===== config.mk =====
export PLATFORM = sky130hd
export DESIGN_NAME = cgi_codec_gpio_init_port
export DESIGN_NICKNAME = d
export VERILOG_FILES = /design/src/verilog/cgi_pkg.sv /design/src/verilog/cgi_pin_sync.sv /design/src/verilog/cgi_codec_gpio_init_port.sv
export SDC_FILE = /design/constraint.sdc
export NUM_CORES = 1
export LEC_CHECK = 0
export BUFFER_PORTS_ARGS = -buffer_cell sky130_fd_sc_hd__buf_4
export CAP_MARGIN = 40
export CORE_ASPECT_RATIO = 0.8
export CORE_MARGIN = 10
export CORE_UTILIZATION = 55
export CTS_BUF_LIST = sky130_fd_sc_hd__clkbuf_4
export DETAILED_ROUTE_END_ITERATION = 16
export PLACE_DENSITY_LB_ADDON = 0.12
export SETUP_SLACK_MARGIN = 0.3
export SYNTH_ARGS = -nofsm -noshare
export SYNTH_HDL_FRONTEND = slang
export SYNTH_HIERARCHICAL = 1
export SYNTH_SLANG_ARGS = --single-unit

===== constraint.sdc =====
create_clock -name clock -period 2.3 [get_ports clock]
set_input_delay 0.23 -clock clock [delete_from_list [all_inputs] [get_ports clock]]
set_output_delay 0.23 -clock clock [all_outputs]
set_load 0.01 [all_outputs]

===== src/verilog/cgi_pkg.sv =====
// package: register map, field positions, timing counts and carrier types for the codec gpio port
package cgi_pkg;
    // ==========================================================
    // register byte offsets on the apb
    localparam logic [7:0] OFF_AUDIO_FSEL = 8'h00;
    localparam logic [7:0] OFF_CTRL_FSEL = 8'h04;
    localparam logic [7:0] OFF_AUDIO_DIR = 8'h08;
    localparam logic [7:0] OFF_CTRL_DIR = 8'h0c;
    localparam logic [7:0] OFF_AUDIO_VAL = 8'h10;
    localparam logic [7:0] OFF_CTRL_VAL = 8'h14;
    localparam logic [7:0] OFF_WORD_UPPER = 8'h18;
    localparam logic [7:0] OFF_WORD_LOWER = 8'h1c;
    localparam logic [7:0] OFF_SEQ_CTRL = 8'h20;
    localparam logic [7:0] OFF_SEQ_STAT = 8'h24;
    localparam logic [7:0] OFF_AUDIO_PINS = 8'h28;
    localparam logic [7:0] OFF_CTRL_PINS = 8'h2c;
    // ==========================================================
    // pin positions and field layout
    localparam int PORT_W = 24;
    localparam int PINS = 6;
    localparam int BIT_RESET = 0;
    localparam int BIT_SELECT = 0;
    localparam int BIT_SCLK = 1;
    localparam int BIT_SDATA = 2;
    localparam int SEQ_INIT = 0;
    localparam int SEQ_SEND = 1;
    localparam int STAT_BUSY = 0;
    localparam int STAT_DONE = 1;
    localparam int WORD_W = 16;
    localparam logic [23:0] AUDIO_FSEL_RUN = 24'h00003e;
    localparam logic [23:0] FSEL_RST = 24'h000000;
    localparam logic [23:0] AUDIO_DIR_RST = 24'h000001;
    localparam logic [23:0] CTRL_DIR_RST = 24'h000007;
    localparam logic [23:0] AUDIO_VAL_RST = 24'h000001;
    localparam logic [23:0] CTRL_VAL_RST = 24'h000001;
    // ==========================================================
    // timing
    localparam int CLK_HZ = 10_000_000;
    localparam int RESET_WAIT_MS = 50;
    localparam int RESET_WAIT_CYC = (CLK_HZ / 1000) * RESET_WAIT_MS;
    localparam int HALF_BIT_NS = 2000;
    localparam int HALF_BIT_CYC = (HALF_BIT_NS * (CLK_HZ / 1_000_000) + 999) / 1000;
    localparam int CNT_W = 20;
    // ==========================================================
    // carriers
    typedef enum logic [5:0] {
        ST_IDLE = 6'b000001,
        ST_RESET = 6'b000010,
        ST_LOAD = 6'b000100,
        ST_CLKHI = 6'b001000,
        ST_CLKLO = 6'b010000,
        ST_END = 6'b100000
    } cgi_state_type;

    typedef struct packed {
        logic psel;
        logic penable;
        logic pwrite;
        logic [7:0] paddr;
        logic [31:0] pwdata;
    } cgi_apb_req_type;

    typedef struct packed {
        logic [31:0] prdata;
        logic pready;
        logic pslverr;
    } cgi_apb_rsp_type;

    typedef struct packed {
        logic [PINS-1:0] dout;
        logic [PINS-1:0] oe;
    } cgi_pins_type;
endpackage


===== src/verilog/cgi_pin_sync.sv =====
// three-stage pin synchroniser with agreement of the last two stages
`timescale 1ns/1ps
module cgi_pin_sync
    import cgi_pkg::*;
#(
    parameter int W = 6
) (
    // clock and reset
    input wire logic clock,
    input wire logic nrst,
    // pins
    input wire logic [W-1:0] pinIn,
    output logic [W-1:0] pinOut
);
    typedef struct packed {
        logic [W-1:0] s1;
        logic [W-1:0] s2;
        logic [W-1:0] s3;
        logic [W-1:0] val;
    } cgi_sync_type;

    cgi_sync_type state_r;
    cgi_sync_type state_nxt;

    always_comb begin
        state_nxt = state_r;
        state_nxt.s1 = pinIn;
        state_nxt.s2 = state_r.s1;
        state_nxt.s3 = state_r.s2;
        // a change counts only once the second and third stages agree
        for (int i = 0; i < W; i++) begin
            if (state_r.s2[i] == state_r.s3[i]) begin
                state_nxt.val[i] = state_r.s3[i];
            end
        end
    end

    always_ff @(posedge clock or negedge nrst) begin
        if (!nrst) begin
            state_r <= '0;
        end else begin
            state_r <= state_nxt;
        end
    end

    assign pinOut = state_r.val;
endmodule


===== src/verilog/cgi_codec_gpio_init_port.sv =====
// codec gpio port: apb registers, pin muxing and codec reset/control sequencer
// ==========================================================
// Functional notes
// [RQ1] audio port function bit 0 zero for reset pin; other five pins one
// [RQ2] control port function bits 0..2 zero so select, clock, data are gpio
// [RQ3] audio serial function stays off (all zero) until codec init completes
// [RQ4] direction bit one makes pin output, zero makes it input
// [RQ5] audio direction bit 0 set so codec reset is driven
// [RQ6] control direction bits 0..2 set: select, clock, data outputs
// [RQ7] order: reset codec, wait, then send control information
// [RQ8] codec reset driven low by clearing audio pin value bit 0
// [RQ9] control select driven low together with codec reset
// [RQ10] hold codec reset at least 50 ms
// [RQ11] release codec reset high before any control transfer
// [RQ12] codec drops first transfer; a dummy set is sent before real
// [RQ13] control words resent only when software asks, no refresh
// [RQ14] transfer is upper word then lower word, separate registers
// [RQ15] codec accepts control only while select is low
// [RQ16] codec takes data on rising control clock edge
// [RQ17] codec starts a frame on rising frame pulse
// [RQ18] codec samples on rising bit clock, launches on falling
// [RQ19] sixteen bits msb first: clock high, set data, clock low, shift
// [RQ20] select low across both words, returned high after lower word
// [RQ21] pin driven only when gpio and direction is output
// [RQ22] reset wait and clock half period counts derive from clock rate
`timescale 1ns/1ps
module cgi_codec_gpio_init_port
    import cgi_pkg::*;
#(
    parameter int RESET_WAIT = RESET_WAIT_CYC
) (
    // clock and reset
    input wire logic clock,
    input wire logic nrst,
    // apb slave
    input wire cgi_apb_req_type apbReq,
    output cgi_apb_rsp_type apbRsp,
    // audio port pins
    input wire logic [PINS-1:0] audioPinIn,
    output cgi_pins_type audioPins,
    // control port pins
    input wire logic [PINS-1:0] ctrlPinIn,
    output cgi_pins_type ctrlPins
);
    typedef struct packed {
        logic [PORT_W-1:0] audioFsel;
        logic [PORT_W-1:0] ctrlFsel;
        logic [PORT_W-1:0] audioDir;
        logic [PORT_W-1:0] ctrlDir;
        logic [PORT_W-1:0] audioVal;
        logic [PORT_W-1:0] ctrlVal;
        logic [WORD_W-1:0] wordUpper;
        logic [WORD_W-1:0] wordLower;
        cgi_state_type fsm;
        logic [CNT_W-1:0] cnt;
        logic [WORD_W-1:0] shift;
        logic [4:0] bitCnt;
        logic second;
        logic dummy;
        logic done;
        logic [31:0] prdata;
    } cgi_core_type;

    cgi_core_type state_r;
    cgi_core_type state_nxt;
    logic [PINS-1:0] audioSync;
    logic [PINS-1:0] ctrlSync;
    logic apbWr;
    logic apbRd;
    logic busy;

    // ==========================================================
    // pin input synchronisers
    cgi_pin_sync #(.W(PINS)) uAudioSync (
        .clock(clock),
        .nrst(nrst),
        .pinIn(audioPinIn),
        .pinOut(audioSync)
    );

    cgi_pin_sync #(.W(PINS)) uCtrlSync (
        .clock(clock),
        .nrst(nrst),
        .pinIn(ctrlPinIn),
        .pinOut(ctrlSync)
    );

    // ==========================================================
    // helpers
    function automatic logic [31:0] widen(input logic [PORT_W-1:0] v);
        widen = {8'h00, v};
    endfunction

    function automatic cgi_pins_type drivePins(input logic [PORT_W-1:0] fsel,
                                               input logic [PORT_W-1:0] dir,
                                               input logic [PORT_W-1:0] val);
        cgi_pins_type p;
        p.dout = val[PINS-1:0];
        p.oe = ~fsel[PINS-1:0] & dir[PINS-1:0]; // RQ21 RQ4
        drivePins = p;
    endfunction

    assign busy = state_r.fsm != ST_IDLE;
    assign apbWr = apbReq.psel && apbReq.penable && apbReq.pwrite;
    assign apbRd = apbReq.psel && !apbReq.penable && !apbReq.pwrite;

    // ==========================================================
    // next state
    always_comb begin
        state_nxt = state_r;
        // read data captured in setup so it is a register in access phase
        if (apbRd) begin
            case (apbReq.paddr)
                OFF_AUDIO_FSEL: state_nxt.prdata = widen(state_r.audioFsel);
                OFF_CTRL_FSEL: state_nxt.prdata = widen(state_r.ctrlFsel);
                OFF_AUDIO_DIR: state_nxt.prdata = widen(state_r.audioDir);
                OFF_CTRL_DIR: state_nxt.prdata = widen(state_r.ctrlDir);
                OFF_AUDIO_VAL: state_nxt.prdata = widen(state_r.audioVal);
                OFF_CTRL_VAL: state_nxt.prdata = widen(state_r.ctrlVal);
                OFF_WORD_UPPER: state_nxt.prdata = {16'h0000, state_r.wordUpper};
                OFF_WORD_LOWER: state_nxt.prdata = {16'h0000, state_r.wordLower};
                OFF_SEQ_STAT: state_nxt.prdata = {30'h0, state_r.done, busy};
                OFF_AUDIO_PINS: state_nxt.prdata = {26'h0, audioSync};
                OFF_CTRL_PINS: state_nxt.prdata = {26'h0, ctrlSync};
                default: state_nxt.prdata = 32'h00000000;
            endcase
        end
        // software writes; pin values and function selects are locked while busy
        if (apbWr) begin
            case (apbReq.paddr)
                OFF_AUDIO_FSEL: if (!busy) state_nxt.audioFsel = apbReq.pwdata[PORT_W-1:0];
                OFF_CTRL_FSEL: if (!busy) state_nxt.ctrlFsel = apbReq.pwdata[PORT_W-1:0];
                OFF_AUDIO_DIR: state_nxt.audioDir = apbReq.pwdata[PORT_W-1:0];
                OFF_CTRL_DIR: state_nxt.ctrlDir = apbReq.pwdata[PORT_W-1:0];
                OFF_AUDIO_VAL: if (!busy) state_nxt.audioVal = apbReq.pwdata[PORT_W-1:0];
                OFF_CTRL_VAL: if (!busy) state_nxt.ctrlVal = apbReq.pwdata[PORT_W-1:0];
                OFF_WORD_UPPER: state_nxt.wordUpper = apbReq.pwdata[WORD_W-1:0]; // RQ14
                OFF_WORD_LOWER: state_nxt.wordLower = apbReq.pwdata[WORD_W-1:0]; // RQ14
                OFF_SEQ_CTRL: begin
                    if (!busy && apbReq.pwdata[SEQ_INIT]) begin
                        // full init: gpio everywhere, serial unit off
                        state_nxt.audioFsel = FSEL_RST; // RQ3 RQ1
                        state_nxt.ctrlFsel = FSEL_RST; // RQ2
                        state_nxt.audioDir[BIT_RESET] = 1'b1; // RQ5
                        state_nxt.ctrlDir[BIT_SDATA:BIT_SELECT] = 3'b111; // RQ6
                        state_nxt.audioVal[BIT_RESET] = 1'b0; // RQ8
                        state_nxt.ctrlVal[BIT_SELECT] = 1'b0; // RQ9
                        state_nxt.ctrlVal[BIT_SCLK] = 1'b0;
                        state_nxt.cnt = CNT_W'(RESET_WAIT - 1);
                        state_nxt.dummy = 1'b1;
                        state_nxt.done = 1'b0;
                        state_nxt.fsm = ST_RESET; // RQ7
                    end else if (!busy && apbReq.pwdata[SEQ_SEND]) begin
                        // one transfer only on request, no periodic refresh
                        state_nxt.ctrlVal[BIT_SELECT] = 1'b0; // RQ13
                        state_nxt.dummy = 1'b0;
                        state_nxt.done = 1'b0;
                        state_nxt.second = 1'b0;
                        state_nxt.fsm = ST_LOAD;
                    end
                end
                default: ;
            endcase
        end
        // ======================================================
        // sequencer
        case (state_r.fsm)
            ST_IDLE: ;
            ST_RESET: begin
                if (state_r.cnt == '0) begin
                    state_nxt.audioVal[BIT_RESET] = 1'b1; // RQ11 RQ10
                    state_nxt.second = 1'b0;
                    state_nxt.fsm = ST_LOAD;
                end else begin
                    state_nxt.cnt = state_r.cnt - 1'b1; // RQ22
                end
            end
            ST_LOAD: begin
                // dummy set is all zeros; the codec drops it after reset
                state_nxt.shift = state_r.dummy ? '0 :
                    (state_r.second ? state_r.wordLower : state_r.wordUpper); // RQ12 RQ14
                state_nxt.bitCnt = 5'(WORD_W);
                state_nxt.ctrlVal[BIT_SELECT] = 1'b0; // RQ20
                state_nxt.cnt = CNT_W'(HALF_BIT_CYC - 1);
                state_nxt.ctrlVal[BIT_SCLK] = 1'b1;
                state_nxt.ctrlVal[BIT_SDATA] = state_nxt.shift[WORD_W-1]; // RQ19
                state_nxt.fsm = ST_CLKHI;
            end
            ST_CLKHI: begin
                if (state_r.cnt == '0) begin
                    state_nxt.ctrlVal[BIT_SCLK] = 1'b0; // RQ19
                    state_nxt.shift = {state_r.shift[WORD_W-2:0], 1'b0};
                    state_nxt.bitCnt = state_r.bitCnt - 5'd1;
                    state_nxt.cnt = CNT_W'(HALF_BIT_CYC - 1);
                    state_nxt.fsm = ST_CLKLO;
                end else begin
                    state_nxt.cnt = state_r.cnt - 1'b1; // RQ22
                end
            end
            ST_CLKLO: begin
                if (state_r.cnt != '0) begin
                    state_nxt.cnt = state_r.cnt - 1'b1;
                end else if (state_r.bitCnt != 5'd0) begin
                    state_nxt.ctrlVal[BIT_SCLK] = 1'b1;
                    state_nxt.ctrlVal[BIT_SDATA] = state_r.shift[WORD_W-1]; // RQ19
                    state_nxt.cnt = CNT_W'(HALF_BIT_CYC - 1);
                    state_nxt.fsm = ST_CLKHI;
                end else if (!state_r.second) begin
                    state_nxt.second = 1'b1;
                    state_nxt.fsm = ST_LOAD; // RQ14
                end else begin
                    state_nxt.ctrlVal[BIT_SELECT] = 1'b1; // RQ20
                    state_nxt.fsm = ST_END;
                end
            end
            ST_END: begin
                if (state_r.dummy) begin
                    state_nxt.dummy = 1'b0;
                    state_nxt.second = 1'b0;
                    state_nxt.fsm = ST_LOAD; // RQ12
                end else begin
                    // serial unit enabled only now that init is complete
                    state_nxt.audioFsel = AUDIO_FSEL_RUN; // RQ1 RQ3
                    state_nxt.done = 1'b1;
                    state_nxt.fsm = ST_IDLE;
                end
            end
            default: state_nxt.fsm = ST_IDLE;
        endcase
    end

    always_ff @(posedge clock or negedge nrst) begin
        if (!nrst) begin
            state_r <= '{audioFsel: FSEL_RST, ctrlFsel: FSEL_RST,
                         audioDir: AUDIO_DIR_RST, ctrlDir: CTRL_DIR_RST,
                         audioVal: AUDIO_VAL_RST, ctrlVal: CTRL_VAL_RST,
                         fsm: ST_IDLE, default: '0};
        end else begin
            state_r <= state_nxt;
        end
    end

    // ==========================================================
    // outputs
    assign audioPins = drivePins(state_r.audioFsel, state_r.audioDir, state_r.audioVal);
    assign ctrlPins = drivePins(state_r.ctrlFsel, state_r.ctrlDir, state_r.ctrlVal);
    assign apbRsp.prdata = state_r.prdata;
    assign apbRsp.pready = 1'b1;
    assign apbRsp.pslverr = 1'b0;

    // ==========================================================
    // assertions
    // trackers for the checks below: init in flight, cycles codec reset held low
    logic initRun;
    logic [CNT_W-1:0] holdCnt;
    always_ff @(posedge clock or negedge nrst) begin
        if (!nrst) begin
            initRun <= 1'b0;
            holdCnt <= '0;
        end else begin
            if (state_r.fsm == ST_RESET) initRun <= 1'b1;
            else if (state_r.done) initRun <= 1'b0;
            // saturate so a reset held by software never wraps
            if (state_r.audioVal[BIT_RESET]) holdCnt <= '0;
            else if (holdCnt != '1) holdCnt <= holdCnt + 1'b1;
        end
    end
endmodule


==> metrics.txt <==
setup_tns -34.8 ps; Placement Cell Area 0.0157 mm^2; Crit. End Element flop; mean post-synth cell area roughly 11 um^2; post-synthesis compound-gate area fraction 14.5%; HPWL after detailed placement roughly 27000 um; vias post-DR 11500; GR Util All Layers 25.2%; pin count of the biggest net entering global routing 73; Simple-Gate Fraction of Synth Area ~12%; DR WL/cell around 23 um; FF-to-FF path depth 8; Vias/cell 6.08; Area Overhead vs Synth 30.6%; drt first pass iters 6; post-route ant nets 0; Synth top cells by count dfrtp_1, mux2_2, nand2_1; FF+latch count, synth 298; Ys Warns 6; Crit path required time 2880 ps; CP max stage delay about 620 ps; largest cells by area after synthesis dfrtp_1, mux2_2, buf_4; Critical Path, Cell by Cell or4_4 -> buf_6 -> o31ai_4 -> nand4_2 -> a21o_4 -> clkbuf_16 -> a22oi_2 -> nor2_1; final setup fails 4; IO Count 115; CTS Sinks 298; xor/xnor cell area share of the yosys netlist 0.308%; Worst R2R End state_r[244]; critical path class reg2reg; Clock Root Buffer clkbuf_4; max_cap viols 0; VDD IR max 0.395 mV; Clk pin slew, worst setup/hold paths 70 ps; Final Cell Area 0.0186 mm^2; fin crit share 101%; worst-skew pair later-pin latency roughly 720 ps; NumNets Final 1574; Pleak 8.62 nW; final hold violations 0; worst r2r src state_r[78]; Synth Area in Adders 1.21%; initial antenna violation count 1; Fmax achieved 0.431 GHz; Rows 52; cells after synthesis between 1000 and 1500; RSZ-0062 raised after global routing true; top_reg_cell synth dfrtp_1; largest family of logic cells by synthesized area compound AO/OA/AOI/OAI gates; CP Launch Type flop; Critical-path top delay cell or4_4; Cell variety after synth 84; final clock skew 35.3 ps; clock period minus worst slack approximately 2300 ps; core area 0.0254 mm^2; flop2flop setup slack -20 ps; top fanout value on the critical path 7; share of layout cells above drive strength 1 between 40% and 50%; port buffer count 96; die width 200 um; delay-heaviest family, CP simple AND/OR/NAND/NOR gates; CTS tree done; GP Congestion 0.957; Residual DRC 0; mapped cell area around 0.014 mm^2; first-pass GRT wire length 64400 um; post-synthesis mux area share between 10% and 20%; Die Y-Extent 164 um; failing checks setup timing; buffers from clock root to sink, at most 3; leading area contributor after synthesis dfrtp_1; remaining global-route overflow 0; Die ar. 0.0328 mm^2; vias in the first global route 11500; relative slew slack between 50 and 60%; drt total wl between 40000 and 50000 um; Yosys top cell area share 51.1%; worst hold path type in2async; status complete, but fails checks; CTS buffer count 78; PD cells 603 mW/mm^2; Tightest Pin Transition 624 ps; Final Slew Violations 0; CP Buf/Inv Count 2; Setup WS post-layout -18.2 ps; fillers 1759; Worst Path Arrival between 2000 and 3000 ps; Starting Density 56.1%; ys async rst share 100%; H-Tree Depth 3; Seq/Total Area, Yosys ~52%; Iter 0 DRT Violations ~960; count leader, synth dfrtp_1; final core occ 73.3%; EDFF count, synth 0
logic make-up (layout without fill, tap and decap cells):
kind of cell,after synthesis,in the layout
other,2,11
AO/OA/AOI/OAI,294,294
AND/OR/NAND/NOR,348,350
buffers and inverters,149,427
flip-flops,298,298
XOR/XNOR,5,5
adder cells (fa/ha/maj),15,15
multiplexers,164,164
flip-flops by register name (all words and copies together) (netlist names):
| register | cells |
|---|---|
| apbRsp | 24 |
| uCtrlSync/state_nxt | 12 |
| uCtrlSync/pinOut | 6 |
| uAudioSync/state_nxt | 12 |
| uCtrlSync/state_r | 6 |
| state_r | 214 |
| audioPins | 6 |
| ctrlPins | 6 |
| uAudioSync/state_r | 6 |
| uAudioSync/pinOut | 6 |
what timing repair did:
item | CTS | global route
hold endpoints to repair | 431 | 0
cloned | 9 | 1
hold buffers | 43 | 0
endpoints found under the setup margin | 132 | 166
buffers inserted | 30 | 14
resized for setup | 89 | 161
pin swaps | 41 | 47
worst reg2reg max path: stages, from the launching register on:
cell and delay [ps]:
dfrtp_1 400, or4_4 620, buf_6 160, o31ai_4 170, nand4_2 160, a21o_4 290, clkbuf_16 190, a22oi_2 150
nor2_1 50
worst max path at each step:
stage / from / end / slack, ps / depth (start not counted)
detailed placement: state_r[80] / state_r[66] / -10 / 6
finish: state_r[78] / state_r[244] / -20 / 8
CTS: state_r[64] / state_r[46] / 100 / 8
global placement: state_r[64] / state_r[76] / 40 / 7
global route: state_r[78] / state_r[70] / -60 / 8
floorplan: state_r[78] / state_r[240] / 160 / 9
layout make-up:
class                   count  area (um^2)  share of cell area [%]
diodes                      1         2.50                  0.0135
clock buffers             113          848                    4.56
clock inverters            16         90.1                   0.484
inverters                  13         48.8                   0.262
multi-input cells         838         6900                    37.1
flip-flops and latches    298         7470                    40.2
well taps                 324          405                    2.18
repair buffers            285         2840                    15.3
power by group:
| part | leakage, nW | total (mW) | internal [mW] | switching, mW |
|---|---|---|---|---|
| Sequential | 3.88 | 5.62 | 5.44 | 0.179 |
| Clock | 0.561 | 4.50 | 2.35 | 2.15 |
| Combinational | 4.18 | 1.10 | 0.481 | 0.616 |
| Total | 8.62 | 11.2 | 8.27 | 2.94 |
metal layers:
layer / up-vias / track usage [%] / part of all wire [%]
met3: 94 / 5.87 / 8.2
met1: 5775 / 34.4 / 43
met5: - / 0 / 0
met2: 485 / 38.9 / 46
met4: 0 / 8.66 / 2.9
li1: 5117 / - / -
placed cells by master (no fill, tap or decap), types with 6 or more instances in the layout:
master,count
dfrtp_1,291
buf_4,179
clkbuf_4,113
nand2_1,81
nor2_1,81
mux2_2,78
a21oi_1,56
mux2_4,44
dlygate4sd3_1,43
mux2i_1,38
a31oi_1,29
o21ai_0,28
buf_6,28
buf_12,25
nor3_1,24
o21ai_2,23
a22oi_2,21
nand2_4,20
nor2b_1,17
a22o_1,17
nand2_2,16
o21ai_1,15
nand3_1,14
nor2_2,13
a22oi_1,13
inv_1,12
clkinv_1,12
maj3_2,12
a221oi_1,11
a222oi_1,11
conb_1,10
a21oi_2,8
or3_1,7
buf_16,7
nand4_1,6
dfstp_2,6
through the flow:
| step | total power, mW | std cells | worst slack (ps) | hold slack [ps] |
|---|---|---|---|---|
| 3_5_place_dp | 6.62 | 1661 | -11.9 | 247 |
| 6_report | 11.2 | 1888 | -18.2 | 75.2 |
| 4_1_cts | 11.2 | 1872 | 100 | 34.8 |
| 5_1_grt | 11.7 | 1888 | -61.8 | 59.5 |
| 2_1_floorplan | 6.21 | 1283 | 157 | -65.6 |
| 3_3_place_gp | 6.61 | 1661 | 38.2 | 246 |
(Power assumes the default switching activity.)
